**config.mk**
```make
export PLATFORM = sky130hd
export DESIGN_NAME = sbcsm_top
export DESIGN_NICKNAME = d
export VERILOG_FILES = /design/src/sbcsm_pkg.sv /design/src/sbcsm_bank.sv /design/src/sbcsm_top.sv
export SDC_FILE = /design/constraint.sdc
export NUM_CORES = 1
export LEC_CHECK = 0
export ABC_AREA = 1
export BUFFER_PORTS_ARGS = -buffer_cell sky130_fd_sc_hd__buf_4
export CAP_MARGIN = 20
export CORE_MARGIN = 8
export CORE_UTILIZATION = 59
export DETAILED_ROUTE_END_ITERATION = 10
export PLACE_DENSITY = 0.9
export SLEW_MARGIN = 30
export SYNTH_ARGS = -nofsm -noshare
export SYNTH_HDL_FRONTEND = slang
export SYNTH_SLANG_ARGS = --single-unit
```
**constraint.sdc**
```tcl
create_clock -name clk -period 3.8 [get_ports clk]
set_clock_uncertainty 0.1 [all_clocks]
set_input_delay 0.57 -clock clk [delete_from_list [all_inputs] [get_ports clk]]
set_output_delay 0.57 -clock clk [all_outputs]
set_load 0.1 [all_outputs]
```
**src/sbcsm_pkg.sv**
```systemverilog
/*
 Shared types and constants for the two-bank synchronous DRAM per-bank
 command state machine. Assumes a single 250 MHz clock domain.
*/
// Summary of operation
// - Idle no-op commands idle; low enable powers down
// - Read burst runs to end, then row active
// - Burst terminate ends read; row stays open
// - New read restarts burst at new column
// - Write during read starts write burst
// - Precharge during read stops, bank precharges
// - Write burst completes, then write recovery
// - Burst terminate ends write; row active
// - Read during write starts read burst
// - New write restarts write at new column
// - Precharge during write stops, bank precharges
// - Autoclose read finishes, then precharges itself
// - Power-down on enable fall, held while low
// - Read data stops latency after terminate
// - Precharging bank idles after precharge time
package sbcsm_pkg;

    // Command encoding: inverted {ras_n, cas_n, we_n}
    typedef enum logic [2:0] {
        SBCSM_CMD_NOP = 3'h0,
        SBCSM_CMD_TERM = 3'h1,
        SBCSM_CMD_RD = 3'h2,
        SBCSM_CMD_WR = 3'h3,
        SBCSM_CMD_OPEN = 3'h4,
        SBCSM_CMD_PRE = 3'h5,
        SBCSM_CMD_REF = 3'h6,
        SBCSM_CMD_LOAD = 3'h7
    } sbcsm_cmd_e;

    // Gray coded along idle, active, read, write, autoclose, precharge
    typedef enum logic [2:0] {
        SBCSM_IDLE = 3'h0,
        SBCSM_ACTIVE = 3'h1,
        SBCSM_READ = 3'h3,
        SBCSM_WRITE = 3'h2,
        SBCSM_READ_AC = 3'h6,
        SBCSM_PRECHG = 3'h7,
        SBCSM_WRECOV = 3'h5,
        SBCSM_REFRESH = 3'h4
    } sbcsm_state_e;

    typedef struct packed {
        logic cs_n;
        logic ras_n;
        logic cas_n;
        logic we_n;
        logic bank_sel;
        logic a10;
        logic [7:0] column;
    } sbcsm_cmd_s;

    localparam int CLK_PERIOD_NS = 4;
    localparam int TRP_NS = 20;
    localparam int TWR_NS = 20;
    localparam int TRC_NS = 80;
    localparam int TRP_CYC = (TRP_NS + CLK_PERIOD_NS - 1) / CLK_PERIOD_NS;
    localparam int TWR_CYC = (TWR_NS + CLK_PERIOD_NS - 1) / CLK_PERIOD_NS;
    localparam int TRC_CYC = (TRC_NS + CLK_PERIOD_NS - 1) / CLK_PERIOD_NS;
    localparam int CNT_W = 8;
    localparam int CL_W = 2;
    localparam int BL_W = 4;
    localparam logic [CL_W-1:0] CAS_LAT_RST = 2'h2;
    localparam logic [BL_W-1:0] BURST_LEN_RST = 4'h4;
    localparam int BANK_CNT = 2;

endpackage

```
**src/sbcsm_bank.sv**
```systemverilog
/*
 One bank's command state machine. Assumes the decoded command and its
 bank hit are presented synchronous to clk; power-down handled outside.
*/
`timescale 1ns/1ns
module sbcsm_bank (
    // Clock and reset
    input wire logic clk,
    input wire logic sys_rst,
    // Decoded command for this bank
    input wire logic cmd_valid,
    input sbcsm_pkg::sbcsm_cmd_e cmd,
    input wire logic cmd_hit,
    input wire logic cmd_autoclose,
    input wire logic [7:0] cmd_column,
    input wire logic [3:0] burst_len,
    // State
    output sbcsm_pkg::sbcsm_state_e state,
    output logic [7:0] column,
    output logic beat
);

    sbcsm_pkg::sbcsm_state_e state_reg;
    sbcsm_pkg::sbcsm_state_e state_next;
    logic [sbcsm_pkg::CNT_W-1:0] cnt_reg;
    logic [sbcsm_pkg::CNT_W-1:0] cnt_next;
    logic [7:0] col_reg;
    logic [7:0] col_next;
    logic last_beat;
    logic col_cmd;

    assign state = state_reg;
    assign column = col_reg;
    assign beat = (state_reg == sbcsm_pkg::SBCSM_READ)
        || (state_reg == sbcsm_pkg::SBCSM_WRITE)
        || (state_reg == sbcsm_pkg::SBCSM_READ_AC);
    assign last_beat = (cnt_reg == 8'h01);
    assign col_cmd = cmd_valid && cmd_hit
        && ((cmd == sbcsm_pkg::SBCSM_CMD_RD)
        || (cmd == sbcsm_pkg::SBCSM_CMD_WR));

    ////////////////////////////////////////////////////////////////////////
    always_comb begin
        state_next = state_reg;
        cnt_next = (cnt_reg != 8'h00) ? cnt_reg - 8'h01 : 8'h00;
        col_next = beat ? col_reg + 8'h01 : col_reg;
        case (state_reg)
            sbcsm_pkg::SBCSM_IDLE: begin
                if (cmd_valid && cmd_hit
                        && cmd == sbcsm_pkg::SBCSM_CMD_OPEN) begin
                    state_next = sbcsm_pkg::SBCSM_ACTIVE;
                end else if (cmd_valid
                        && cmd == sbcsm_pkg::SBCSM_CMD_REF) begin
                    state_next = sbcsm_pkg::SBCSM_REFRESH;
                    cnt_next = 8'(sbcsm_pkg::TRC_CYC);
                end
            end
            sbcsm_pkg::SBCSM_ACTIVE: begin
                if (cmd_valid && cmd_hit
                        && cmd == sbcsm_pkg::SBCSM_CMD_PRE) begin
                    state_next = sbcsm_pkg::SBCSM_PRECHG;
                    cnt_next = 8'(sbcsm_pkg::TRP_CYC);
                end
            end
            sbcsm_pkg::SBCSM_READ: begin
                if (cmd_valid && cmd == sbcsm_pkg::SBCSM_CMD_TERM) begin
                    state_next = sbcsm_pkg::SBCSM_ACTIVE;
                end else if (cmd_valid && cmd_hit
                        && cmd == sbcsm_pkg::SBCSM_CMD_PRE) begin
                    state_next = sbcsm_pkg::SBCSM_PRECHG;
                    cnt_next = 8'(sbcsm_pkg::TRP_CYC);
                end else if (!col_cmd && last_beat) begin
                    state_next = sbcsm_pkg::SBCSM_ACTIVE;
                end
            end
            sbcsm_pkg::SBCSM_WRITE: begin
                if (cmd_valid && cmd == sbcsm_pkg::SBCSM_CMD_TERM) begin
                    state_next = sbcsm_pkg::SBCSM_ACTIVE;
                end else if (cmd_valid && cmd_hit
                        && cmd == sbcsm_pkg::SBCSM_CMD_PRE) begin
                    state_next = sbcsm_pkg::SBCSM_PRECHG;
                    cnt_next = 8'(sbcsm_pkg::TRP_CYC);
                end else if (!col_cmd && last_beat) begin
                    state_next = sbcsm_pkg::SBCSM_WRECOV;
                    cnt_next = 8'(sbcsm_pkg::TWR_CYC);
                end
            end
            sbcsm_pkg::SBCSM_READ_AC: begin
                if (last_beat) begin
                    state_next = sbcsm_pkg::SBCSM_PRECHG;
                    cnt_next = 8'(sbcsm_pkg::TRP_CYC);
                end
            end
            sbcsm_pkg::SBCSM_WRECOV: begin
                if (!col_cmd && last_beat) begin
                    state_next = sbcsm_pkg::SBCSM_ACTIVE;
                end
            end
            sbcsm_pkg::SBCSM_PRECHG, sbcsm_pkg::SBCSM_REFRESH: begin
                if (last_beat) begin
                    state_next = sbcsm_pkg::SBCSM_IDLE;
                end
            end
            default: begin
                state_next = sbcsm_pkg::SBCSM_IDLE;
            end
        endcase
        // Column commands start or restart bursts in open-row states except autoclose read
        if (col_cmd && (state_reg == sbcsm_pkg::SBCSM_ACTIVE
                || state_reg == sbcsm_pkg::SBCSM_READ
                || state_reg == sbcsm_pkg::SBCSM_WRITE
                || state_reg == sbcsm_pkg::SBCSM_WRECOV)) begin
            if (cmd == sbcsm_pkg::SBCSM_CMD_RD) begin
                state_next = cmd_autoclose ? sbcsm_pkg::SBCSM_READ_AC
                    : sbcsm_pkg::SBCSM_READ;
            end else begin
                state_next = sbcsm_pkg::SBCSM_WRITE;
            end
            cnt_next = {4'h0, burst_len};
            col_next = cmd_column;
        end
    end

    always_ff @(posedge clk or posedge sys_rst) begin
        if (sys_rst) begin
            state_reg <= sbcsm_pkg::SBCSM_IDLE;
            cnt_reg <= 8'h00;
            col_reg <= 8'h00;
        end else begin
            state_reg <= state_next;
            cnt_reg <= cnt_next;
            col_reg <= col_next;
        end
    end

    ////////////////////////////////////////////////////////////////////////
    a_term_read_active: assert property (@(posedge clk) disable iff (sys_rst)
        state_reg == sbcsm_pkg::SBCSM_READ && cmd_valid
        && cmd == sbcsm_pkg::SBCSM_CMD_TERM
        |=> state_reg == sbcsm_pkg::SBCSM_ACTIVE)
        else $error("terminate did not end read");
    a_pre_idle_time: assert property (@(posedge clk) disable iff (sys_rst)
        state_reg == sbcsm_pkg::SBCSM_ACTIVE && cmd_valid && cmd_hit
        && cmd == sbcsm_pkg::SBCSM_CMD_PRE
        |=> state_reg == sbcsm_pkg::SBCSM_PRECHG [*5]
        ##1 state_reg == sbcsm_pkg::SBCSM_IDLE)
        else $error("precharge time wrong");
    a_write_recov: assert property (@(posedge clk) disable iff (sys_rst)
        state_reg == sbcsm_pkg::SBCSM_WRITE && !cmd_valid && last_beat
        |=> state_reg == sbcsm_pkg::SBCSM_WRECOV)
        else $error("write did not enter recovery");
    a_readac_prechg: assert property (@(posedge clk) disable iff (sys_rst)
        state_reg == sbcsm_pkg::SBCSM_READ_AC && last_beat
        |=> state_reg == sbcsm_pkg::SBCSM_PRECHG)
        else $error("autoclose read did not precharge");

endmodule

```
**src/sbcsm_top.sv**
```systemverilog
/*
 Two-bank synchronous DRAM command front end: samples the command pins,
 tracks clock enable for power-down, loads mode, runs two bank machines
 and paces read data by the column-strobe latency when it is 2 or 3. Pins are synchronous.
*/
`timescale 1ns/1ns
module sbcsm_top (
    // Clock and reset
    input wire logic clk,
    input wire logic sys_rst,
    // Command pins
    input sbcsm_pkg::sbcsm_cmd_s cmd_pins,
    input wire logic cke,
    input wire logic [10:0] addr_low,
    // Status
    output logic power_down,
    output logic [2:0] bank0_state,
    output logic [2:0] bank1_state,
    output logic read_data_valid,
    output logic [7:0] read_column,
    output logic write_beat,
    output logic illegal_cmd
);

    logic cke_reg;
    logic pd_reg;
    logic [sbcsm_pkg::CL_W-1:0] cas_lat_reg;
    logic [sbcsm_pkg::BL_W-1:0] burst_len_reg;
    logic [3:0] rd_pipe_reg;
    logic [7:0] col_pipe_reg [0:3];
    logic rdv_reg;
    logic [7:0] rcol_reg;
    logic wbeat_reg;
    logic ill_reg;
    logic cmd_valid;
    logic is_nopish;
    sbcsm_pkg::sbcsm_cmd_e cmd;
    sbcsm_pkg::sbcsm_state_e st [0:1];
    logic [7:0] bcol [0:1];
    logic bbeat [0:1];
    logic any_read;
    logic any_write;
    logic [7:0] beat_col;
    logic bank_busy [0:1];

    assign cmd = sbcsm_pkg::sbcsm_cmd_e'({cmd_pins.ras_n, cmd_pins.cas_n,
        cmd_pins.we_n} ^ 3'h7);
    assign is_nopish = cmd_pins.cs_n || cmd == sbcsm_pkg::SBCSM_CMD_NOP
        || cmd == sbcsm_pkg::SBCSM_CMD_TERM;
    // Pins other than enable are ignored while powered down
    assign cmd_valid = !cmd_pins.cs_n && cke_reg && !pd_reg;

    ////////////////////////////////////////////////////////////////////////
    // Power-down: enable falls while both banks idle and no command other than terminate
    always_ff @(posedge clk or posedge sys_rst) begin
        if (sys_rst) begin
            cke_reg <= 1'b1;
            pd_reg <= 1'b0;
        end else begin
            cke_reg <= cke;
            if (!cke) begin
                if (cke_reg && is_nopish
                        && st[0] == sbcsm_pkg::SBCSM_IDLE
                        && st[1] == sbcsm_pkg::SBCSM_IDLE) begin
                    pd_reg <= 1'b1;
                end
            end else begin
                pd_reg <= 1'b0;
            end
        end
    end

    // Mode register load from the address lines
    always_ff @(posedge clk or posedge sys_rst) begin
        if (sys_rst) begin
            cas_lat_reg <= sbcsm_pkg::CAS_LAT_RST;
            burst_len_reg <= sbcsm_pkg::BURST_LEN_RST;
        end else if (cmd_valid && cmd == sbcsm_pkg::SBCSM_CMD_LOAD
                && st[0] == sbcsm_pkg::SBCSM_IDLE
                && st[1] == sbcsm_pkg::SBCSM_IDLE) begin
            cas_lat_reg <= addr_low[5:4];
            case (addr_low[2:0])
                3'h0: burst_len_reg <= 4'h1;
                3'h1: burst_len_reg <= 4'h2;
                3'h2: burst_len_reg <= 4'h4;
                default: burst_len_reg <= 4'h8;
            endcase
        end
    end

    ////////////////////////////////////////////////////////////////////////
    for (genvar b = 0; b < sbcsm_pkg::BANK_CNT; b++) begin : g_bank
        logic hit;
        // Precharge with a10 high addresses both banks
        assign hit = (cmd_pins.bank_sel == b[0])
            || (cmd == sbcsm_pkg::SBCSM_CMD_PRE && cmd_pins.a10);
        assign bank_busy[b] = st[b] != sbcsm_pkg::SBCSM_IDLE;
        sbcsm_bank sbcsm_bank_i (
            .clk(clk),
            .sys_rst(sys_rst),
            .cmd_valid(cmd_valid),
            .cmd(cmd),
            .cmd_hit(hit),
            .cmd_autoclose(cmd_pins.a10),
            .cmd_column(cmd_pins.column),
            .burst_len(burst_len_reg),
            .state(st[b]),
            .column(bcol[b]),
            .beat(bbeat[b])
        );
    end

    assign any_read = (bbeat[0] && st[0] != sbcsm_pkg::SBCSM_WRITE)
        || (bbeat[1] && st[1] != sbcsm_pkg::SBCSM_WRITE);
    assign any_write = (st[0] == sbcsm_pkg::SBCSM_WRITE)
        || (st[1] == sbcsm_pkg::SBCSM_WRITE);
    // Column of the bank that is reading, not one that is writing
    assign beat_col = (bbeat[1] && st[1] != sbcsm_pkg::SBCSM_WRITE)
        ? bcol[1] : bcol[0];

    ////////////////////////////////////////////////////////////////////////
    // Read data delayed by the latency when it is 2 or 3; terminate stops it that late too
    always_ff @(posedge clk or posedge sys_rst) begin
        if (sys_rst) begin
            rd_pipe_reg <= 4'h0;
            for (int i = 0; i < 4; i++) begin
                col_pipe_reg[i] <= 8'h00;
            end
        end else begin
            rd_pipe_reg <= {rd_pipe_reg[2:0], any_read};
            col_pipe_reg[0] <= beat_col;
            for (int i = 1; i < 4; i++) begin
                col_pipe_reg[i] <= col_pipe_reg[i-1];
            end
        end
    end

    always_ff @(posedge clk or posedge sys_rst) begin
        if (sys_rst) begin
            rdv_reg <= 1'b0;
            rcol_reg <= 8'h00;
            wbeat_reg <= 1'b0;
        end else begin
            rdv_reg <= rd_pipe_reg[cas_lat_reg - 2'h2];
            rcol_reg <= col_pipe_reg[cas_lat_reg - 2'h2];
            wbeat_reg <= any_write;
        end
    end

    // Flags commands that the current state forbids
    always_ff @(posedge clk or posedge sys_rst) begin
        if (sys_rst) begin
            ill_reg <= 1'b0;
        end else begin
            ill_reg <= 1'b0;
            if (cmd_valid) begin
                case (cmd)
                    sbcsm_pkg::SBCSM_CMD_REF,
                    sbcsm_pkg::SBCSM_CMD_LOAD:
                        ill_reg <= bank_busy[0] || bank_busy[1];
                    sbcsm_pkg::SBCSM_CMD_OPEN:
                        ill_reg <= bank_busy[cmd_pins.bank_sel];
                    sbcsm_pkg::SBCSM_CMD_RD, sbcsm_pkg::SBCSM_CMD_WR:
                        ill_reg <= st[cmd_pins.bank_sel]
                            == sbcsm_pkg::SBCSM_IDLE;
                    default:
                        ill_reg <= 1'b0;
                endcase
            end
        end
    end

    assign power_down = pd_reg;
    assign bank0_state = st[0];
    assign bank1_state = st[1];
    assign read_data_valid = rdv_reg;
    assign read_column = rcol_reg;
    assign write_beat = wbeat_reg;
    assign illegal_cmd = ill_reg;

    ////////////////////////////////////////////////////////////////////////
    a_pd_entry: assert property (@(posedge clk) disable iff (sys_rst)
        cke_reg && !cke && is_nopish && !pd_reg
        && st[0] == sbcsm_pkg::SBCSM_IDLE && st[1] == sbcsm_pkg::SBCSM_IDLE
        |=> power_down)
        else $error("power-down not entered");
    a_pd_exit: assert property (@(posedge clk) disable iff (sys_rst)
        pd_reg && cke |=> !power_down)
        else $error("power-down not left");
    a_read_start: assert property (@(posedge clk) disable iff (sys_rst)
        cmd_valid && cmd == sbcsm_pkg::SBCSM_CMD_RD && !cmd_pins.a10
        && st[cmd_pins.bank_sel] == sbcsm_pkg::SBCSM_ACTIVE
        |=> st[0] == sbcsm_pkg::SBCSM_READ
        || st[1] == sbcsm_pkg::SBCSM_READ)
        else $error("read did not start");
    a_rd_latency: assert property (@(posedge clk) disable iff (sys_rst)
        cas_lat_reg == 2'h2 && any_read |-> ##2 read_data_valid)
        else $error("read latency wrong");

endmodule

```
# ---- Yosys cells after proc, flatten, opt, wreduce, memory -nomap -nowiden
# Index checks and enable logic that the tools add are counted.
# Widths: inputs -> output; s select.
dict set report word_totals {
  regBits 93
  latchBits 0
  ramBits 0
  rom_bits 0
  input_bits 28
  n_memories 0
}
dict set report op_classes {
  add_sub_neg 5
  n_mul 0
  div 0
  magnitude_cmp 3
  eq_ne 37
  n_shift 0
  n_mux 70
  n_bitwise 4
  reduce_logical 65
}
# op n
set ops {}
lappend ops {{$mux 8} 27}
lappend ops {{$mux 3} 28}
lappend ops {{$pmux 8 s5} 2}
lappend ops {{$pmux 3 s7} 2}
lappend ops {{$eq 3x3->1 const B} 12}
lappend ops {{$logic_and 1x1->1} 25}
lappend ops {{$eq 3x2->1 const B} 7}
lappend ops {{$logic_or 1x1->1} 18}
lappend ops {{$ne 3x2->1 const B} 6}
lappend ops {{$add 8x1->8 const B} 2}
lappend ops {{$bmux 8 s2} 1}
lappend ops {{$eq 8x1->1 const B} 2}
lappend ops {{$reduce_bool 8->1} 2}
lappend ops {{$sub 8x1->8 const B} 2}
lappend ops {{$logic_not 3->1} 5}
lappend ops {{$eq 3x1->1 const B} 4}
lappend ops {{$pmux 4 s3} 1}
lappend ops {{$ne 5x1->1 const B} 2}
lappend ops {{$reduce_and 5->1} 2}
lappend ops {{$ne 4x1->1 const B} 2}
lappend ops {{$reduce_or 2->1} 4}
lappend ops {{$mux 1} 7}
lappend ops {{$ne 3x1->1 const B} 2}
lappend ops {{$reduce_bool 2->1} 3}
lappend ops {{other kinds (12)} 16}

# ---- Logic depth before layout (Yosys ltp)
dict set report depth {
  depth_word 13
  depth_mapped 13
  depth_no_buf 13
}

# ---- By module
# From an unflattened synthesis, not the netlist that was laid out.
dict set report hier_totals {
  cells_unflattened 680
  area_unflattened_um2 5182.5
}
# mod n_inst cells_each area_per_inst_um2 seq_area_each_um2
set modules_own_cells {}
lappend modules_own_cells {sbcsm_top 1 203 2119.5 1380.1}
lappend modules_own_cells {{sbcsm_bank at g_bank[0].sbcsm_bank_i} 1 237 1549.0 475.5}
lappend modules_own_cells {{sbcsm_bank at g_bank[1].sbcsm_bank_i} 1 240 1514.0 475.5}

# ---- Worst setup path before layout
# Ideal clock, no wire load.
dict set report synth_timing {
  path_type {reg-to-reg}
  start {register g_bank[0].sbcsm_bank_i.state_reg[1]}
  end {register g_bank[0].sbcsm_bank_i.cnt_reg[2] in the netlist's numbering}
  setup_time_ps 119
  t_arrival_ps 2032
  t_required_ps 3581
  setup_slack_ps 1549
  stages_incl_launch_ff 10
  synth_period_minus_slack_ps 2251
  path_cell_list {dfrtp_1 -> inv_2 -> nor2_4 -> inv_2 -> nand2_2 -> nand4_4 -> buf_6 -> buf_6 -> o22ai_1 -> inv_1}
}
dict set report synth_via {
  elab_chain_len 6
  elab_cells_between_ends 12
  classes_between {5 x eq/ne; 2 x mux; 5 x reduce/logical}
}
# element line
set synth_rtl {}
lappend synth_rtl {{start, declared} sbcsm_bank.sv:23} ;# sbcsm_pkg::sbcsm_state_e state_reg;
lappend synth_rtl {{start signal, assigned} sbcsm_bank.sv:126} ;# state_reg <= sbcsm_pkg::SBCSM_IDLE;
lappend synth_rtl {{start signal, assigned} sbcsm_bank.sv:130} ;# state_reg <= state_next;
lappend synth_rtl {{$eq 3x1->1 / $eq 3x2->1 (equally long branches)} {sbcsm_bank.sv:47, sbcsm_bank.sv:109, sbcsm_bank.sv:110}}
lappend synth_rtl {{$logic_or 1x1->1} sbcsm_bank.sv:110} ;# || state_reg == sbcsm_pkg::SBCSM_READ
lappend synth_rtl {{$logic_or 1x1->1} sbcsm_bank.sv:111} ;# || state_reg == sbcsm_pkg::SBCSM_WRITE
lappend synth_rtl {{$logic_or 1x1->1} sbcsm_bank.sv:112} ;# || state_reg == sbcsm_pkg::SBCSM_WRECOV)) begin
lappend synth_rtl {{$logic_and 1x1->1} sbcsm_bank.sv:109} ;# if (col_cmd && (state_reg == sbcsm_pkg::SBCSM_ACTIVE
lappend synth_rtl {{$mux 8 *} sbcsm_bank.sv:109}
lappend synth_rtl {{named net g_bank[0].sbcsm_bank_i.cnt_next (one bit)} sbcsm_bank.sv:26} ;# logic [sbcsm_pkg::CNT_W-1:0] cnt_next;
lappend synth_rtl {{end signal, assigned} sbcsm_bank.sv:131} ;# cnt_reg <= cnt_next;
lappend synth_rtl {{end, declared} sbcsm_bank.sv:25} ;# logic [sbcsm_pkg::CNT_W-1:0] cnt_reg;
# The timed path passes the listed nets; every way through them passes the cells marked *.
# A chain may end at the register's enable or synchronous reset.

# ---- Worst setup path after layout
dict set report layout_timing {
  start {register g_bank[0].sbcsm_bank_i.state_reg[0]}
  end {register burst_len_reg[0] in the netlist's numbering}
}
dict set report layout_via {
  elab_chain_len 3
}
# element line
set layout_rtl {}
lappend layout_rtl {{$logic_not 3->1} sbcsm_top.sv:79} ;# && st[0] == sbcsm_pkg::SBCSM_IDLE
lappend layout_rtl {{$logic_and 1x1->1} sbcsm_top.sv:79}
lappend layout_rtl {{$logic_and 1x1->1} sbcsm_top.sv:80} ;# && st[1] == sbcsm_pkg::SBCSM_IDLE) begin
lappend layout_rtl {{end signal, assigned} sbcsm_top.sv:77} ;# burst_len_reg <= sbcsm_pkg::BURST_LEN_RST;
lappend layout_rtl {{end, declared} sbcsm_top.sv:28} ;# logic [sbcsm_pkg::BL_W-1:0] burst_len_reg;
# No other way between the ends.

==> run metrics <==
status finished clean; Syn Inst Count 622; Crit path largest cell delay 480 ps; Worst setup SP type flop; drc violations 0; Area contributors post-synth dfrtp_1 46%, nand2_1 10%, nor2_1 6.8%; Hold Buf Count CTS 0; Fin. Hold Viols 0; worst flop-to-flop path endpoint burst_len_reg[0]; Post-CTS Setup Repair Bufs 0; Pwr per Cell Area 863 mW/mm²; Slew Viols, Final 0; Tot Pwr 0.00471 W; Area Growth Syn to Fin 11.4%; register area share after synthesis 47.7%; arrival time worst endpoint 2290 ps; WL final 11.1 mm; I/O Buffers 39; core area 0.00813 mm²; # nets final 697; EDFF count, synth 0; Tot GR Track Use 20.2%; critical path's slowest cell dfrtp_1; CTS Sinks 93; Vias/cell 5.50; layout cell share with drive strength beyond 1 14.7%; Post-Syn Area 0.00489 mm²; CP Class flop to flop; Commonest cells post-synth 133 x nand2_1, 90 x dfrtp_1, 88 x nor2_1; Antenna diodes 0; R2R Path Start g_bank[0].sbcsm_bank_i.state[0]; Slew @ Worst Pin 802 ps; gr busiest metal met2; Crit. End Element flop; initial antenna violation count 0; FILL cells 638; leading area contributor after synthesis dfrtp_1; met2 Usage GRT 35.2%; Detailed Place HPWL 8.39 mm; Main synth FF type dfrtp_1; global-route wire length before repair 18.9 mm; via count 4252; Starting Density 60.1%; clk buf depth 2; post-DR wirelength/cell 14.3 µm; post-layout min period 2140 ps; cell with the most instances after synthesis nand2_1; hold crit path type primary input to asynchronous set/reset pin; Tcrit/Tclk final 56.2%; Setup TNS 0 ps; CP required 3950 ps; R2R setup slack 1660 ps; CP Cell Sequence nor3_4 -> inv_1 -> nor2_1 -> nand3_1 -> o21ai_0; Avg Cell Area, Syn 7.86 µm²; Die X 107 µm; Final ANT Viol Nets 0; flip-flop count of the largest register after layout 32; drt first pass iters 5; CTS tree yes; CTS resizes 0; Netlist cell types 40; Peak VDD IR 0.000562 V; Die Ht 107 µm; Max Fclk 0.468 GHz; fin util 67.0%; Setup violations, final 0; WHS 226 ps; FF-to-FF path depth 5; Max FO, Critical Path 12; relative slew slack 46.5%; Post-synth ARST share 100%; CTS buffer count 9; I/O pin cnt 46; Ys Warns 0; GPL Wtd Cong 0.914; top-area cell type share of the netlist area 46.0%; initial DRC count 367; Synth Register Bits 93; RSZ-0062 raised after global routing false; Congestion Overflow GR 0; pin count of the biggest net entering global routing 47; met1 usage 24.8%; max cap viols 0; vias in the first global route 4114; row count 33; Synth Net Count 656; Root Buffer clkbuf_8; H-tree depth 3; Clock Pin Slew Worst Setup and Hold Paths 100 ps; Clk Latency, worst-skew pair 360 ps; area of the die 0.0115 mm²; GRT met3 Usage 3.18%; leakage 2.75 nW
kinds of logic after synthesis:
kind of cell | synth area share, %
AO/OA/AOI/OAI | 11.9
AND/OR/NAND/NOR | 28.3
adder cells (fa/ha/maj) | 1.53
flip-flops | 47.7
buffers and inverters | 7.88
XOR/XNOR | 2.69
final cells by class:
cell class	count	area [µm²]	share of cell area [%]
clock buffer	9	124	2.27
tap	105	131	2.41
inverter	84	319	5.85
sequential	93	2330	42.8
multi-input combinational	434	2170	39.9
clock inverter	7	62.6	1.15
timing repair buffer	41	308	5.65
cell usage in the layout, fill, tap and decap left out, types with 7 or more instances in the layout:
cell and n:
a21oi_1 20, o21ai_1 9, inv_1 70, buf_4 41, inv_2 12, nor2_1 88, o21ai_0 58, nand3_1 44
nand4_1 11, xor2_1 11, o22ai_1 12, nand2_1 133, dfrtp_1 90, nand2_2 7, clkbuf_8 9
per-layer routing:
metal	wire length (µm)	part of all wire (%)
met5	0	0
met4	257	2.3
met3	637	5.7
met2	5570	50
met1	4620	42
worst max-delay path by stage:
stage                                     from                               end  slack (ps)  depth (start not counted)
6_report       g_bank[0].sbcsm_bank_i.state[0]                  burst_len_reg[0]        1660                          5
5_1_grt        g_bank[1].sbcsm_bank_i.state[0]                  burst_len_reg[0]        1460                          7
4_1_cts                                cke_reg  g_bank[0].sbcsm_bank_i.column[0]        1680                          8
3_5_place_dp                      cmd_pins[13]  g_bank[0].sbcsm_bank_i.column[0]        1480                          9
3_3_place_gp                      cmd_pins[13]  g_bank[0].sbcsm_bank_i.column[0]        1530                          9
2_1_floorplan                          sys_rst                  burst_len_reg[0]         710                          1
critical path, delay by kind of cell (launching register included):
family                 cells  cell delay, ps
AOI/OAI and AO/OA          1             400
buffers and inverters      1             140
DFF                        1             480
and+or+nand+nor            3             920
where the power goes:
group | internal [W] | switching [W] | leakage, nW
registers | 0.00139 | 0.000312 | 1.12
logic | 0.000721 | 0.00165 | 1.52
clock network | 0.000253 | 0.000378 | 0.0980
total | 0.00237 | 0.00234 | 2.75
per-stage QoR:
step | cells | cell area, µm² | setup slack (ps)
global route | 773 | 5450 | 1460
detailed placement | 757 | 5260 | 1480
global placement | 757 | 5260 | 1530
floorplan | 622 | 4890 | 715
finish | 773 | 5450 | 1660
CTS | 773 | 5450 | 1680
(Power assumes the default switching activity.)
